[src/inc/bc4_regs.vh]
// register map, field positions and reset values of the 4-bit counter
`ifndef BC4_REGS_VH
`define BC4_REGS_VH

// byte offsets of the words on the wishbone bus
`define BC4_ADR_CTRL 8'h00
`define BC4_ADR_LDATA 8'h04
`define BC4_ADR_STAT 8'h08
`define BC4_ADR_WRAPS 8'h0c

// control register fields (write-only strobes)
`define BC4_CTRL_CLEAR 0
`define BC4_CTRL_LOAD 1

// load data register field
`define BC4_LDATA_LSB 0

// status register fields
`define BC4_STAT_CNT_LSB 0
`define BC4_STAT_CARRY 4
`define BC4_STAT_WRAP 5
`define BC4_STAT_MODE_LSB 8

// one-hot codes of the last edge's operating mode
`define BC4_MODE_HOLD 4'h1
`define BC4_MODE_CLEAR 4'h2
`define BC4_MODE_LOAD 4'h4
`define BC4_MODE_COUNT 4'h8

// reset values
`define BC4_RST_COUNT 4'h0
`define BC4_RST_LDATA 4'h0
`define BC4_RST_WRAPS 16'h0000
`define BC4_RST_MODE 4'h1

`endif

[src/hdl/bc4_bit.v]
// one state bit of the counter: synchronous clear, load and toggle
`timescale 1ns/1ps

module bc4_bit (
  // clock and reset
  input wire i_mclk,
  input wire i_rst,
  // synchronous controls
  input wire i_zero,
  input wire i_load,
  input wire i_data,
  input wire i_toggle,
  // state
  output reg o_q
);

  // clear beats load beats toggle; only reset acts between edges
  always @(posedge i_mclk or posedge i_rst) begin
    if (i_rst) begin
      o_q <= 1'b0;
    end else if (i_zero) begin
      o_q <= 1'b0;
    end else if (i_load) begin
      o_q <= i_data;
    end else if (i_toggle) begin
      o_q <= ~o_q;
    end
  end

endmodule

[src/hdl/bc4_lookahead.v]
// carry look-ahead: per-bit toggle terms and the gated carry output
`timescale 1ns/1ps

module bc4_lookahead #(
  parameter WIDTH = 4
) (
  // state and enables
  input wire [WIDTH-1:0] i_q,
  input wire i_count_en,
  input wire i_trickle,
  // results
  output wire [WIDTH-1:0] o_toggle,
  output wire o_all_ones,
  output wire o_carry
);

  wire [WIDTH:0] chain;

  // running and of the lower bits, no ripple through flops
  assign chain[0] = 1'b1;
  genvar i;
  generate
    for (i = 0; i < WIDTH; i = i + 1) begin : g_chain
      assign chain[i+1] = chain[i] & i_q[i];
      assign o_toggle[i] = i_count_en & chain[i];
    end
  endgenerate

  // carry only sees the trickle enable, never the parallel one
  assign o_all_ones = chain[WIDTH];
  assign o_carry = i_trickle & chain[WIDTH];

endmodule

[src/hdl/bc4_counter.v]
// synchronous presettable binary counter with wishbone status port
`timescale 1ns/1ps
`include "bc4_regs.vh"

// register map: byte offsets, 32-bit words, fields in the low bits
//   0x00 control, write-only, reads zero
//     bit 0 clear strobe, zeroes the state at the following edge
//     bit 1 load strobe, copies the load data at the following edge
//   0x04 load data, read/write, bits 3:0
//   0x08 status
//     bits 3:0 current state
//     bit 4 carry output as seen now
//     bit 5 wrap flag, sticky, write one to clear
//     bits 11:8 one-hot mode of the last edge: hold, clear, load, count
//   0x0c wrap tally, read-only, counts steps from 15 to 0, rolls over
//
// bus timing
//   a request is taken at the first edge that sees cyc and stb high
//   while the slave is idle; ack and read data follow one cycle later
//   ack stays high for one cycle only, so a master that keeps stb up
//   is not answered twice for the same request
//   unmapped words answer with zero and drop writes, so a stray
//   address never stalls the bus
//   writes need byte lane 0; the other lanes hold no writable fields
//
// software strobes versus pins
//   the control strobes are registered, so they meet the counter one
//   edge after the bus write; this keeps the bus decode off the
//   count path at the price of one cycle of latency
//   a pin clear beats any load, and pin load data beats the register
//   when both ask for a load at the same edge
//
// carry output
//   the carry is the one output that is not a flop: it has to follow
//   the trickle enable within the cycle so that cascaded stages can
//   all count on the same edge
//
// reset state
//   state 0, load data 0, wrap flag and tally 0, mode hold
//   ack low until the first request, read data zero until the first read request

module bc4_counter #(
  parameter WIDTH = 4,
  parameter WRAP_W = 16
) (
  // clock and reset
  input wire i_mclk,
  input wire i_rst,

  // counter control pins
  input wire i_sync_zero_n,
  input wire i_preset_n,
  input wire i_count_enable_parallel,
  input wire i_count_enable_trickle,
  input wire [WIDTH-1:0] i_data,

  // counter outputs
  output wire [WIDTH-1:0] o_count,
  output wire o_carry_out,

  // wishbone slave
  input wire i_wb_cyc,
  input wire i_wb_stb,
  input wire i_wb_we,
  input wire [7:0] i_wb_adr,
  input wire [31:0] i_wb_dat,
  input wire [3:0] i_wb_sel,
  output reg [31:0] o_wb_dat,
  output reg o_wb_ack
);

  // bus slave states
  localparam [1:0] ST_IDLE = 2'b01;
  localparam [1:0] ST_ACK = 2'b10;

  // bus slave
  reg [1:0] bus_state;
  reg [1:0] next_bus_state;

  // software-side registers
  reg [WIDTH-1:0] load_data;
  reg sw_clear;
  reg sw_load;
  reg wrap_flag;
  reg [WRAP_W-1:0] wrap_count;
  reg [3:0] last_mode;

  // counter datapath
  wire [WIDTH-1:0] toggle;
  wire all_ones;
  wire carry;
  wire pin_zero;
  wire pin_load;
  wire do_zero;
  wire do_load;
  wire count_en;
  wire [WIDTH-1:0] load_value;
  wire [3:0] cur_mode;
  wire wrap_event;

  // bus decode
  wire bus_req;
  wire bus_idle;
  wire wr_ctrl;
  wire wr_ldata;
  wire wr_stat;
  wire [7:0] word_adr;
  reg [31:0] rd_word;

  // mode of the coming edge, one-hot, clear first
  function [3:0] mode_of;
    input zero;
    input load;
    input cnt;
    begin
      if (zero) begin
        mode_of = `BC4_MODE_CLEAR;
      end else if (load) begin
        mode_of = `BC4_MODE_LOAD;
      end else if (cnt) begin
        mode_of = `BC4_MODE_COUNT;
      end else begin
        mode_of = `BC4_MODE_HOLD;
      end
    end
  endfunction

  // write hit on one register word: idle slave, lane 0 only
  function wr_hit;
    input req;
    input idle;
    input we;
    input lane0;
    input [7:0] adr;
    input [7:0] target;
    begin
      wr_hit = req & idle & we & lane0 & (adr == target);
    end
  endfunction

  // pins are active low; software strobes join them
  assign pin_zero = ~i_sync_zero_n;
  assign pin_load = ~i_preset_n;
  assign do_zero = pin_zero | sw_clear;
  assign do_load = pin_load | sw_load;

  // pin data has the preset path when the pin asks for it
  assign load_value = pin_load ? i_data : load_data;

  // both enables must be high; either low holds the state
  assign count_en = i_count_enable_parallel & i_count_enable_trickle;

  // mode seen by the flops at the next edge
  assign cur_mode = mode_of(do_zero, do_load, count_en);

  // look-ahead for toggles and carry
  bc4_lookahead #(
    .WIDTH(WIDTH)
  ) u_lookahead (
    .i_q(o_count),
    .i_count_en(count_en),
    .i_trickle(i_count_enable_trickle),
    .o_toggle(toggle),
    .o_all_ones(all_ones),
    .o_carry(carry)
  );

  // carry must follow the trickle enable without a clock delay
  assign o_carry_out = carry;

  // state flops: one cell per bit, bit 0 is the lsb
  genvar b;
  generate
    for (b = 0; b < WIDTH; b = b + 1) begin : g_bit
      bc4_bit u_bit (
        .i_mclk(i_mclk),
        .i_rst(i_rst),
        .i_zero(do_zero),
        .i_load(do_load),
        .i_data(load_value[b]),
        .i_toggle(toggle[b]),
        .o_q(o_count[b])
      );
    end
  endgenerate

  // a wrap is a counting edge leaving the top value; a clear or load
  // at the top value is not a wrap, since the count never rolled over
  assign wrap_event = (mode_of(do_zero, do_load, count_en)
                       == `BC4_MODE_COUNT) & all_ones;

  // bus request and word-aligned address
  assign bus_req = i_wb_cyc & i_wb_stb;
  assign word_adr = {i_wb_adr[7:2], 2'b00};

  // the slave takes a request only from its idle state
  assign bus_idle = (bus_state == ST_IDLE);

  // writes only land on lane 0 where all writable fields live
  assign wr_ctrl = wr_hit(bus_req, bus_idle, i_wb_we, i_wb_sel[0],
                          word_adr, `BC4_ADR_CTRL);
  assign wr_ldata = wr_hit(bus_req, bus_idle, i_wb_we, i_wb_sel[0],
                           word_adr, `BC4_ADR_LDATA);
  assign wr_stat = wr_hit(bus_req, bus_idle, i_wb_we, i_wb_sel[0],
                          word_adr, `BC4_ADR_STAT);

  // bus state machine: answer one cycle after the request
  // the ack state blocks a second take while stb is still high
  always @* begin
    next_bus_state = bus_state;
    case (bus_state)
      ST_IDLE: begin
        if (bus_req) begin
          next_bus_state = ST_ACK;
        end
      end
      ST_ACK: begin
        next_bus_state = ST_IDLE;
      end
      default: begin
        next_bus_state = ST_IDLE;
      end
    endcase
  end

  always @(posedge i_mclk or posedge i_rst) begin
    if (i_rst) begin
      bus_state <= ST_IDLE;
    end else begin
      bus_state <= next_bus_state;
    end
  end

  // ack drops the cycle after it was given
  always @(posedge i_mclk or posedge i_rst) begin
    if (i_rst) begin
      o_wb_ack <= 1'b0;
    end else begin
      o_wb_ack <= bus_req & (bus_state == ST_IDLE);
    end
  end

  // read mux; unmapped words read as zero but still ack
  // status shows the live state and carry, not a snapshot
  always @* begin
    rd_word = 32'h00000000;
    if (word_adr == `BC4_ADR_LDATA) begin
      rd_word[`BC4_LDATA_LSB +: WIDTH] = load_data;
    end else if (word_adr == `BC4_ADR_STAT) begin
      rd_word[`BC4_STAT_CNT_LSB +: WIDTH] = o_count;
      rd_word[`BC4_STAT_CARRY] = carry;
      rd_word[`BC4_STAT_WRAP] = wrap_flag;
      rd_word[`BC4_STAT_MODE_LSB +: 4] = last_mode;
    end else if (word_adr == `BC4_ADR_WRAPS) begin
      rd_word[WRAP_W-1:0] = wrap_count;
    end
  end

  // read data is captured with the request, stable under ack
  always @(posedge i_mclk or posedge i_rst) begin
    if (i_rst) begin
      o_wb_dat <= 32'h00000000;
    end else if (bus_req & (bus_state == ST_IDLE) & ~i_wb_we) begin
      o_wb_dat <= rd_word;
    end
  end

  // load data register, used when software presets
  always @(posedge i_mclk or posedge i_rst) begin
    if (i_rst) begin
      load_data <= `BC4_RST_LDATA;
    end else if (wr_ldata) begin
      load_data <= i_wb_dat[`BC4_LDATA_LSB +: WIDTH];
    end
  end

  // control strobes last one cycle, so they hit exactly one edge
  always @(posedge i_mclk or posedge i_rst) begin
    if (i_rst) begin
      sw_clear <= 1'b0;
      sw_load <= 1'b0;
    end else begin
      sw_clear <= wr_ctrl & i_wb_dat[`BC4_CTRL_CLEAR];
      sw_load <= wr_ctrl & i_wb_dat[`BC4_CTRL_LOAD];
    end
  end

  // sticky wrap flag, write one to clear; a new wrap wins
  // so that software clearing late never loses a fresh wrap
  always @(posedge i_mclk or posedge i_rst) begin
    if (i_rst) begin
      wrap_flag <= 1'b0;
    end else if (wrap_event) begin
      wrap_flag <= 1'b1;
    end else if (wr_stat & i_wb_dat[`BC4_STAT_WRAP]) begin
      wrap_flag <= 1'b0;
    end
  end

  // free-running wrap tally, itself wraps silently
  always @(posedge i_mclk or posedge i_rst) begin
    if (i_rst) begin
      wrap_count <= `BC4_RST_WRAPS;
    end else if (wrap_event) begin
      wrap_count <= wrap_count + {{(WRAP_W-1){1'b0}}, 1'b1};
    end
  end

  // mode applied at the most recent edge, for software view
  always @(posedge i_mclk or posedge i_rst) begin
    if (i_rst) begin
      last_mode <= `BC4_RST_MODE;
    end else begin
      last_mode <= cur_mode;
    end
  end

endmodule

[config.mk]
export PLATFORM = sky130hd
export DESIGN_NAME = bc4_counter
export DESIGN_NICKNAME = d
export VERILOG_FILES = /design/src/hdl/bc4_bit.v /design/src/hdl/bc4_lookahead.v /design/src/hdl/bc4_counter.v
export VERILOG_INCLUDE_DIRS = /design/src /design/src/inc
export SDC_FILE = /design/constraint.sdc
export NUM_CORES = 1
export LEC_CHECK = 0
export BUFFER_PORTS_ARGS = -buffer_cell sky130_fd_sc_hd__clkbuf_2
export CELL_PAD_IN_SITES_DETAIL_PLACEMENT = 0
export CELL_PAD_IN_SITES_GLOBAL_PLACEMENT = 2
export CORE_UTILIZATION = 25
export CTS_CLUSTER_SIZE = 14
export DETAILED_ROUTE_END_ITERATION = 8
export PLACE_DENSITY_LB_ADDON = 0.1
export RECOVER_POWER = 50
export SLEW_MARGIN = 25
export SYNTH_ARGS = -nofsm -noshare
export SYNTH_HDL_FRONTEND = slang
export SYNTH_HIERARCHICAL = 1
export SYNTH_SLANG_ARGS = --single-unit
[constraint.sdc]
create_clock -name i_mclk -period 2.11 [get_ports i_mclk]
set_input_delay 0.422 -clock i_mclk [delete_from_list [all_inputs] [get_ports i_mclk]]
set_output_delay 0.422 -clock i_mclk [all_outputs]
set_load 0.05 [all_outputs]
# Word-level counts from Yosys, hierarchy flattened
# Cells that the tools add are included.
[word_totals]
register_bits = 50
latchBits = 0
ramBits = 0
romBits = 0
in_bits = 57
output_inout_bits = 38
wordCells = 82
n_memories = 0
[op_classes]
addsub = 1
multipliers = 0
div_mod_pow = 0
magnitude_cmp = 0
eq_ne = 6
shifts = 0
muxes = 27
n_bitwise = 29
n_reduce_logical = 6
[ops]
columns = ["op", "count"]
rows = [
  ["two-way mux 4 bit", 7],
  ["bitwise AND 1 bit", 20],
  ["adder 16 x 1 -> 16 bit, second input constant", 1],
  ["two-way mux 16 bit", 1],
  ["two-way mux 1 bit", 14],
  ["== test 6 x 2 -> 1 bit, second input constant", 2],
  ["two-way mux 12 bit", 1],
  ["nonzero test 3 bit", 4],
  ["zero test 8 bit", 1],
  ["NOT 1 bit", 7],
  ["== test 6 x 1 -> 1 bit, second input constant", 1],
  ["two-way mux 2 bit", 3],
  ["two-way mux 6 bit", 1],
  ["== test 4 bit, second input constant", 1],
  ["== test 2 x 1 -> 1 bit, second input constant", 1],
  ["inequality test 2 bit, second input constant", 1],
  ["OR 1 bit", 2],
  ["nonzero test 2 bit", 1],
]

# Longest topological paths before layout
# Gate-level depths: netlist of run 1.
[depth]
depth_word = 8
ltp_mapped = 7
mapped_depth_nobuf = 5

# Modules after synthesis
# Netlist of run 1, hierarchy kept.
[by_module_without_submodules]
columns = ["module", "n_inst", "cells_per_inst", "area_each_um2", "seq_area_each_um2"]
rows = [
  ["bc4_counter", 1, 185, 2155.8, 1153.6],
  ["bc4_bit", 4, 6, 60.1, 25.0],
  ["bc4_lookahead", 1, 6, 43.8, 0.0],
]

# Least setup slack after synthesis of run 1
# Ideal clock, no wire load.
[synth_path]
kind = "reg2reg"
from = "register g_bit[0].u_bit.o_q"
to = "register wrap_count[6]"
setup_ns = 0.123
arrival_ns = 1.750
required_ns = 1.987
slack_ns = 0.238
stages_incl_launch_ff = 6
n_path_buf = 0
period_less_slack_ns = 1.872
cell_sequence = "dfrtp_1 > and4_4 > nand3_1 > nor3_2 > nand4_1 > xnor2_1"
[synth_between]
elab_chain_len = 4
[synth_rtl]
columns = ["element", "line", "source"]
rows = [
  ["start, declared", "bc4_bit.v:14", "output reg o_q"],
  ["start signal, assigned", "bc4_bit.v:24", "o_q <= i_data;"],
  ["start signal, assigned", "bc4_bit.v:26", "o_q <= ~o_q;"],
  ["bitwise AND 1 bit (3 in a row)", "bc4_lookahead.v:24", "assign chain[i+1] = chain[i] & i_q[i];"],
  ["net all_ones", "bc4_counter.v:90", "wire all_ones;"],
  ["bitwise AND 1 bit", "bc4_counter.v:189", "assign wrap_event = (mode_of(do_zero, do_load, count_en)"],
  ["end signal, assigned", "bc4_counter.v:303", "wrap_count <= `BC4_RST_WRAPS;"],
  ["end signal, assigned", "bc4_counter.v:305", "wrap_count <= wrap_count + {{(WRAP_W-1){1'b0}}, 1'b1};"],
  ["end, declared", "bc4_counter.v:85", "reg [WRAP_W-1:0] wrap_count;"],
]
# The timed path passes the listed nets, and every way through them passes these cells.
# A chain may end at the register's enable or synchronous reset.

# Worst setup path in the final report of run 1
[layout_path]
from = "register g_bit[0].u_bit.o_q"
to = "output port o_carry_out"
[layout_between]
elab_chain_len = 4
[layout_rtl]
columns = ["element", "line", "source"]
rows = [
  ["bitwise AND 1 bit (3 in a row)", "bc4_lookahead.v:24", ""],
  ["net all_ones", "bc4_counter.v:90", ""],
  ["bitwise AND 1 bit", "bc4_lookahead.v:31", "assign o_carry = i_trickle & chain[WIDTH];"],
  ["end, declared", "bc4_counter.v:59", "output wire o_carry_out,"],
]
# The timed path passes the listed nets, and every way through them passes these cells.

==> out/qor.yml, run 1 <==
finish:
  multiInputGateArea_um2: 1040
  register_area_um2: 1250
  fin_area_um2: 2920
  n_fill_cell: 1005
  final_cell_mix: "48 x dfrtp_1, 44 x clkbuf_2, 17 x xnor2_1"
  layout-drive-gt1-share_pct: 29.8
  area_growth_pct: 19.6
  antenna_cells: 0
  fin_nets: 329
  final_common_cell: "dfrtp_1"
  final_cells: 401
  final_core_util_pct: 31.3
placement:
  dp_hpwl_um: 4240
  place_congestion: 0.693
  dp.cells: 392
  portBuffers: 46
  dp_slack_ns: 0.126
  placed_cell_area_um2: 2820
synth:
  synth-edff-count: 0
  ys_seq_area_share_pct: 51.4
  synth_cell_type_count: 36
  synth-main-ff-cell: "dfrtp_1"
  async_flop_share_pct: 100
  syn_avg_cell_area_um2: 11.3
  syn_inst: 215
  netlist_area_um2: 2440
  ys.warnings.count: 6
  ys_seq_elements: 50
clocking:
  cts_tree: "done"
  ctsResizeCount: 0
  htreeDepth: 2
  insertion_delay_ns: 0.30
  cts_buffers: 5
  path_clk_slew_ns: 0.09
  clock_path_buffers: 2
  post-cts-setup-buffer-count: 0
  cts_root_buf: "clkbuf_8"
  cts_sinks: 50
die:
  die-height_um: 101
  start_util_pct: 26.2
  row_count: 35
  dieArea_um2: 10200
  ioPinCount: 95
  die_x_um: 101
  core_um2: 9330
timing:
  finalSetupViolations: 0
  worst_pin_slew_ns: 0.680
  final_max_slew_viol_count: 0
  whs_ns: 0.342
  tns_ns: 0
  max_freq_mhz: 528
  maxSlewHeadroom_pct: 54.6
  period_needed_ns: 1.90
  fin_crit_sh_pct: 89.8
  setup_ws_ns: 0.214
  finalClockSkew_ns: 0.0122
  rsz0062_at_grt: "false"
  hold_viol: 0
critical_path:
  cpPeakStageDelay_ns: 0.47
  path_cells: "and4_4 > and2_1 > clkbuf_2"
  crit_arrival_ns: 1.47
  critical_path_class: "reg -> out"
  end_kind: "output port"
  cp_slowest_cell: "dfrtp_1"
  cp_max_fo: 6
  startpoint_type: "flip-flop"
  worstPathRequired_ns: 1.69
global_routing:
  grt_pass1_vias: 1734
  grt_max_degree: 31
  overflow: 0
  antenna_found_initial: 0
  grt_pass1_wl_um: 9030
  track_usage_pct: 11.9
power_and_ir_drop:
  power.total_mw: 1.93
  p_leak_nw: 1.42
  power.density_nw_per_um2: 662
  ir_drop_v: 0.000307
route:
  drt_iter0_drc: 32
  first_pass_iters: 4
  num_vias: 1664
  ant_nets: 0
  wl_per_cell_um: 13.8
  routed_wl_um: 5520
  viasPerCell: 4.15
  drcViolationCount: 0
run:
  cap_violations: 0
worst_hold_path:
  hp-class: "in -> reg"
outcome:
  status: "complete, no violations"
[path summary, 6_finish.rpt]
check                                   start            endpoint  slack (ns)  depth (start not counted)
max                        g_bit[0].u_bit/o_q         o_carry_out        0.21                          3
min                               i_wb_dat[0]            sw_clear        0.34                          2
max reg2reg                      bus_state[0]        load_data[3]        0.33                          4
min reg2reg                    wrap_count[15]      wrap_count[15]        0.48                          1
max in group asynchronous               i_rst        bus_state[0]        0.34                          4
min in group asynchronous               i_rst  g_bit[0].u_bit/o_q        0.55                          3
[cells by family after synthesis]
group                    count (synthesis)  synth area share [%]
flip-flops                              50                  51.4
adder cells (fa/ha/maj)                  1                 0.513
AND/OR/NAND/NOR                         66                  16.9
XOR/XNOR                                19                  6.82
other                                    1                 0.154
buffers and inverters                   33                  7.79
AO/OA/AOI/OAI                           26                  8.00
multiplexers                            19                  8.46
[layout make-up]
cell class              count  share of cell area (%)
clock buffers               6                    2.83
clock inverters             2                    1.33
inverters                  11                    1.42
multi-input cells         147                    35.7
flip-flops and latches     50                    43.0
well taps                 129                    5.53
repair buffers             56                    10.2
[worst max-delay path: cells and delay by family (launching register included)]
family / cells / cell delay, ns
flip-flops: 1 / 0.47
AND/OR/NAND/NOR: 2 / 0.42
buffers and inverters: 1 / 0.29
[state kept, by name, indices dropped and copies added, names as in the netlist]
signal / cells
bus_state: 2
sw_load: 1
o_wb_dat: 16
wrap_flag: 1
sw_clear: 1
load_data: 4
g_bit.u_bit/o_q: 4
last_mode: 4
o_wb_ack: 1
wrap_count: 16
[cells in the mapped netlist (all sizes together) (3+ instances only)]
| cell type | count | share of area [%] |
|---|---|---|
| clkbuf | 3 | 0.46 |
| a211oi | 4 | 2.1 |
| nor4 | 3 | 1.4 |
| nand2b | 3 | 0.77 |
| dfrtp | 48 | 49 |
| buf | 19 | 5.6 |
| mux2 | 13 | 6.0 |
| nand3 | 10 | 2.1 |
| o21ai | 11 | 2.3 |
| nor2b | 6 | 1.5 |
| a22oi | 4 | 1.2 |
| and2 | 6 | 1.5 |
| nor2 | 4 | 0.62 |
| mux2i | 6 | 2.5 |
| and4 | 4 | 1.5 |
| inv | 11 | 1.7 |
| and3 | 4 | 1.0 |
| xnor2 | 17 | 6.1 |
| nand2 | 16 | 2.5 |
| a22o | 6 | 2.2 |
[where the power goes]
| group | switching, mW | internal [mW] |
|---|---|---|
| logic | 0.162 | 0.0576 |
| registers | 0.0131 | 0.973 |
| clock network | 0.334 | 0.391 |
| total | 0.509 | 1.42 |
[routing by layer]
| metal | up-vias | track usage [%] | part of all wire, % |
|---|---|---|---|
| li1 | 819 | - | - |
| met1 | 801 | 16.1 | 49 |
| met2 | 39 | 18.9 | 46 |
| met3 | 5 | 2.57 | 3.7 |
| met4 | 0 | 3.68 | 0.94 |
| met5 | - | 0 | 0 |
[timing repair]
item	CTS	global route
hold buffers	1	0
setup endpoints to repair	0	0
hold endpoints to repair	4	0
Power figures use the tool's default switching activity.
==> run 2: changes to the inputs <==
--- a/config.mk
+++ b/config.mk
@@ -6,12 +6,12 @@
 export SDC_FILE = /design/constraint.sdc
 export NUM_CORES = 1
 export LEC_CHECK = 0
-export BUFFER_PORTS_ARGS = -buffer_cell sky130_fd_sc_hd__clkbuf_2
 export CELL_PAD_IN_SITES_DETAIL_PLACEMENT = 0
 export CELL_PAD_IN_SITES_GLOBAL_PLACEMENT = 2
 export CORE_UTILIZATION = 25
 export CTS_CLUSTER_SIZE = 14
 export DETAILED_ROUTE_END_ITERATION = 8
+export DONT_BUFFER_PORTS = 1
 export PLACE_DENSITY_LB_ADDON = 0.1
 export RECOVER_POWER = 50
 export SLEW_MARGIN = 25
==> run 2 against run 1 <==
Compared with the run above: clock power shrank 18%; non-clock buffer count shrank 46; sequential share of layout area is 4.3 points higher; setup slack gained 0.075 ns; largest cell class unchanged; highest routed layer unchanged; critical path depth fell by 1.
==> out/qor.yml, run 2 (same netlist as run 1, synthesis figures left out) <==
outcome:
  status: "complete, no violations"
global_routing:
  antenna_found_initial: 0  # unchanged
  overflow: 0  # unchanged
  grt_max_degree: 21  # -32%
  grt_pass1_wl_um: 8810  # -2.4%
  grt_pass1_vias: 1596  # -8.0%
  track_usage_pct: 11.8  # -0.10 points
power_and_ir_drop:
  power.density_nw_per_um2: 664  # +0.41%
  ir_drop_v: 0.000278  # -9.5%
  p_leak_nw: 1.19  # -16%
finish:
  final_common_cell: "dfrtp_1"
  fin_nets: 283  # -14%
  area_growth_pct: 8.62
  antenna_cells: 0  # unchanged
  final_cell_mix: "48 x dfrtp_1, 17 x xnor2_1, 16 x nand2_1, 16 x conb_1, 13 x mux2_2"
  layout-drive-gt1-share_pct: 14.6  # -15 points
  reg.largest.list: "o_wb_dat x16, wrap_count x16"
  final_core_util_pct: 28.4  # -2.9 points
  final_cells: 355  # -11%
  n_fill_cell: 978  # -2.7%
route:
  drt_iter0_drc: 17  # -47%
  viasPerCell: 4.35  # +4.7%
  drcViolationCount: 0  # unchanged
  wl_per_cell_um: 15.5  # +13%
  num_vias: 1543  # -7.3%
  ant_nets: 0  # unchanged
  routed_wl_um: 5510  # -0.24%
  first_pass_iters: 4  # unchanged
timing:
  tns_ns: 0  # unchanged
  finalClockSkew_ns: 0.0107  # -0.00151 ns
  final_max_slew_viol_count: 0  # unchanged
  worst_pin_slew_ns: 0.869  # +0.189 ns
  finalSetupViolations: 0  # unchanged
  period_needed_ns: 1.82  # -0.0753 ns
  max_freq_mhz: 549  # +4.1%
  rsz0062_at_grt: "false"
  maxSlewHeadroom_pct: 42.1  # -13 points
  fin_crit_sh_pct: 86.3  # -3.6 points
  hold_viol: 0  # unchanged
clocking:
  cts_sinks: 50  # unchanged
  cts_tree: "done"
  cts_buffers: 5  # unchanged
  htreeDepth: 2  # unchanged
  ctsResizeCount: 0  # unchanged
  clock_path_buffers: 2  # unchanged
  insertion_delay_ns: 0.31  # about the same
  path_clk_slew_ns: 0.10  # about the same
  post-cts-setup-buffer-count: 0  # unchanged
  cts_root_buf: "clkbuf_8"
  postCtsHoldBufs: 1  # unchanged
die:
  die_x_um: 101  # unchanged
  row_count: 35  # unchanged
  ioPinCount: 95  # unchanged
  die-height_um: 101  # unchanged
  start_util_pct: 26.2  # unchanged
  dieArea_um2: 10200  # unchanged
  core_um2: 9330  # unchanged
critical_path:
  critical_path_class: "reg -> out"
  cp_max_fo: 2  # -4
  crit_arrival_ns: 1.40  # -0.07 ns
  startpoint_type: "flip-flop"
  worstPathRequired_ns: 1.69  # about the same
  end_kind: "output port"
placement:
  portBuffers: 0  # -100%
  dp.cells: 346  # -12%
  place_congestion: 0.730  # +5.2%
  dp_hpwl_um: 4310  # +1.6%
worst_hold_path:
  hp-class: "in -> async"
run:
  cap_violations: 0  # unchanged
-- run 2: worst paths after layout --
kind	end	slack (ns)	cells after the start	from
setup / recovery	o_carry_out	0.29	2	g_bit[1].u_bit/o_q
setup reg to reg	o_wb_dat[6]	0.31	4	bus_state[0]
hold / removal	wrap_count[2]	0.03	1	i_rst
min in group i_mclk	sw_load	0.23	1	i_wb_dat[1]
hold reg to reg	wrap_count[15]	0.48	1	wrap_count[15]
max in group asynchronous	last_mode[3]	0.91	2	i_rst
-- run 2: power breakdown --
part           internal, mW  switching (mW)
registers             0.973          0.0144
clock network         0.264           0.328
logic                0.0386           0.143
-- run 2: stage by stage --
| step | hold WS (ns) | power (mW) | setup slack (ns) | instance area (um2) |
|---|---|---|---|---|
| after floorplan | 0.151 | 1.19 | 0.238 | 2500 |
| after global placement | 0.153 | 1.20 | 0.237 | 2580 |
| after detailed placement | 0.154 | 1.20 | 0.223 | 2580 |
| after CTS | 0.0535 | 1.80 | 0.258 | 2680 |
| after global routing | 0.0683 | 1.85 | 0.138 | 2650 |
| final | 0.0283 | 1.76 | 0.290 | 2650 |
-- run 2: cell type report --
class	count	area (um2)	area share (%)
multi-input combinational	147	1050	39.5
timing repair buffer	10	51.3	1.94
clock buffer	6	82.6	3.12
clock inverter	2	12.5	0.472
sequential	50	1250	47.3
inverter	11	41.3	1.56
tap	129	161	6.09
-- run 2: worst max-delay path, stage by stage, from the launching register on --
cell and delay [ns]:
dfrtp_1 0.36, and4_4 0.23, and2_1 0.50
-- run 2: layer usage --
layer	global-route usage [%]	share of wire, %
met2	18.9	48
met3	3.81	6.0
met1	15.0	45
met5	0	0
met4	3.68	0.96
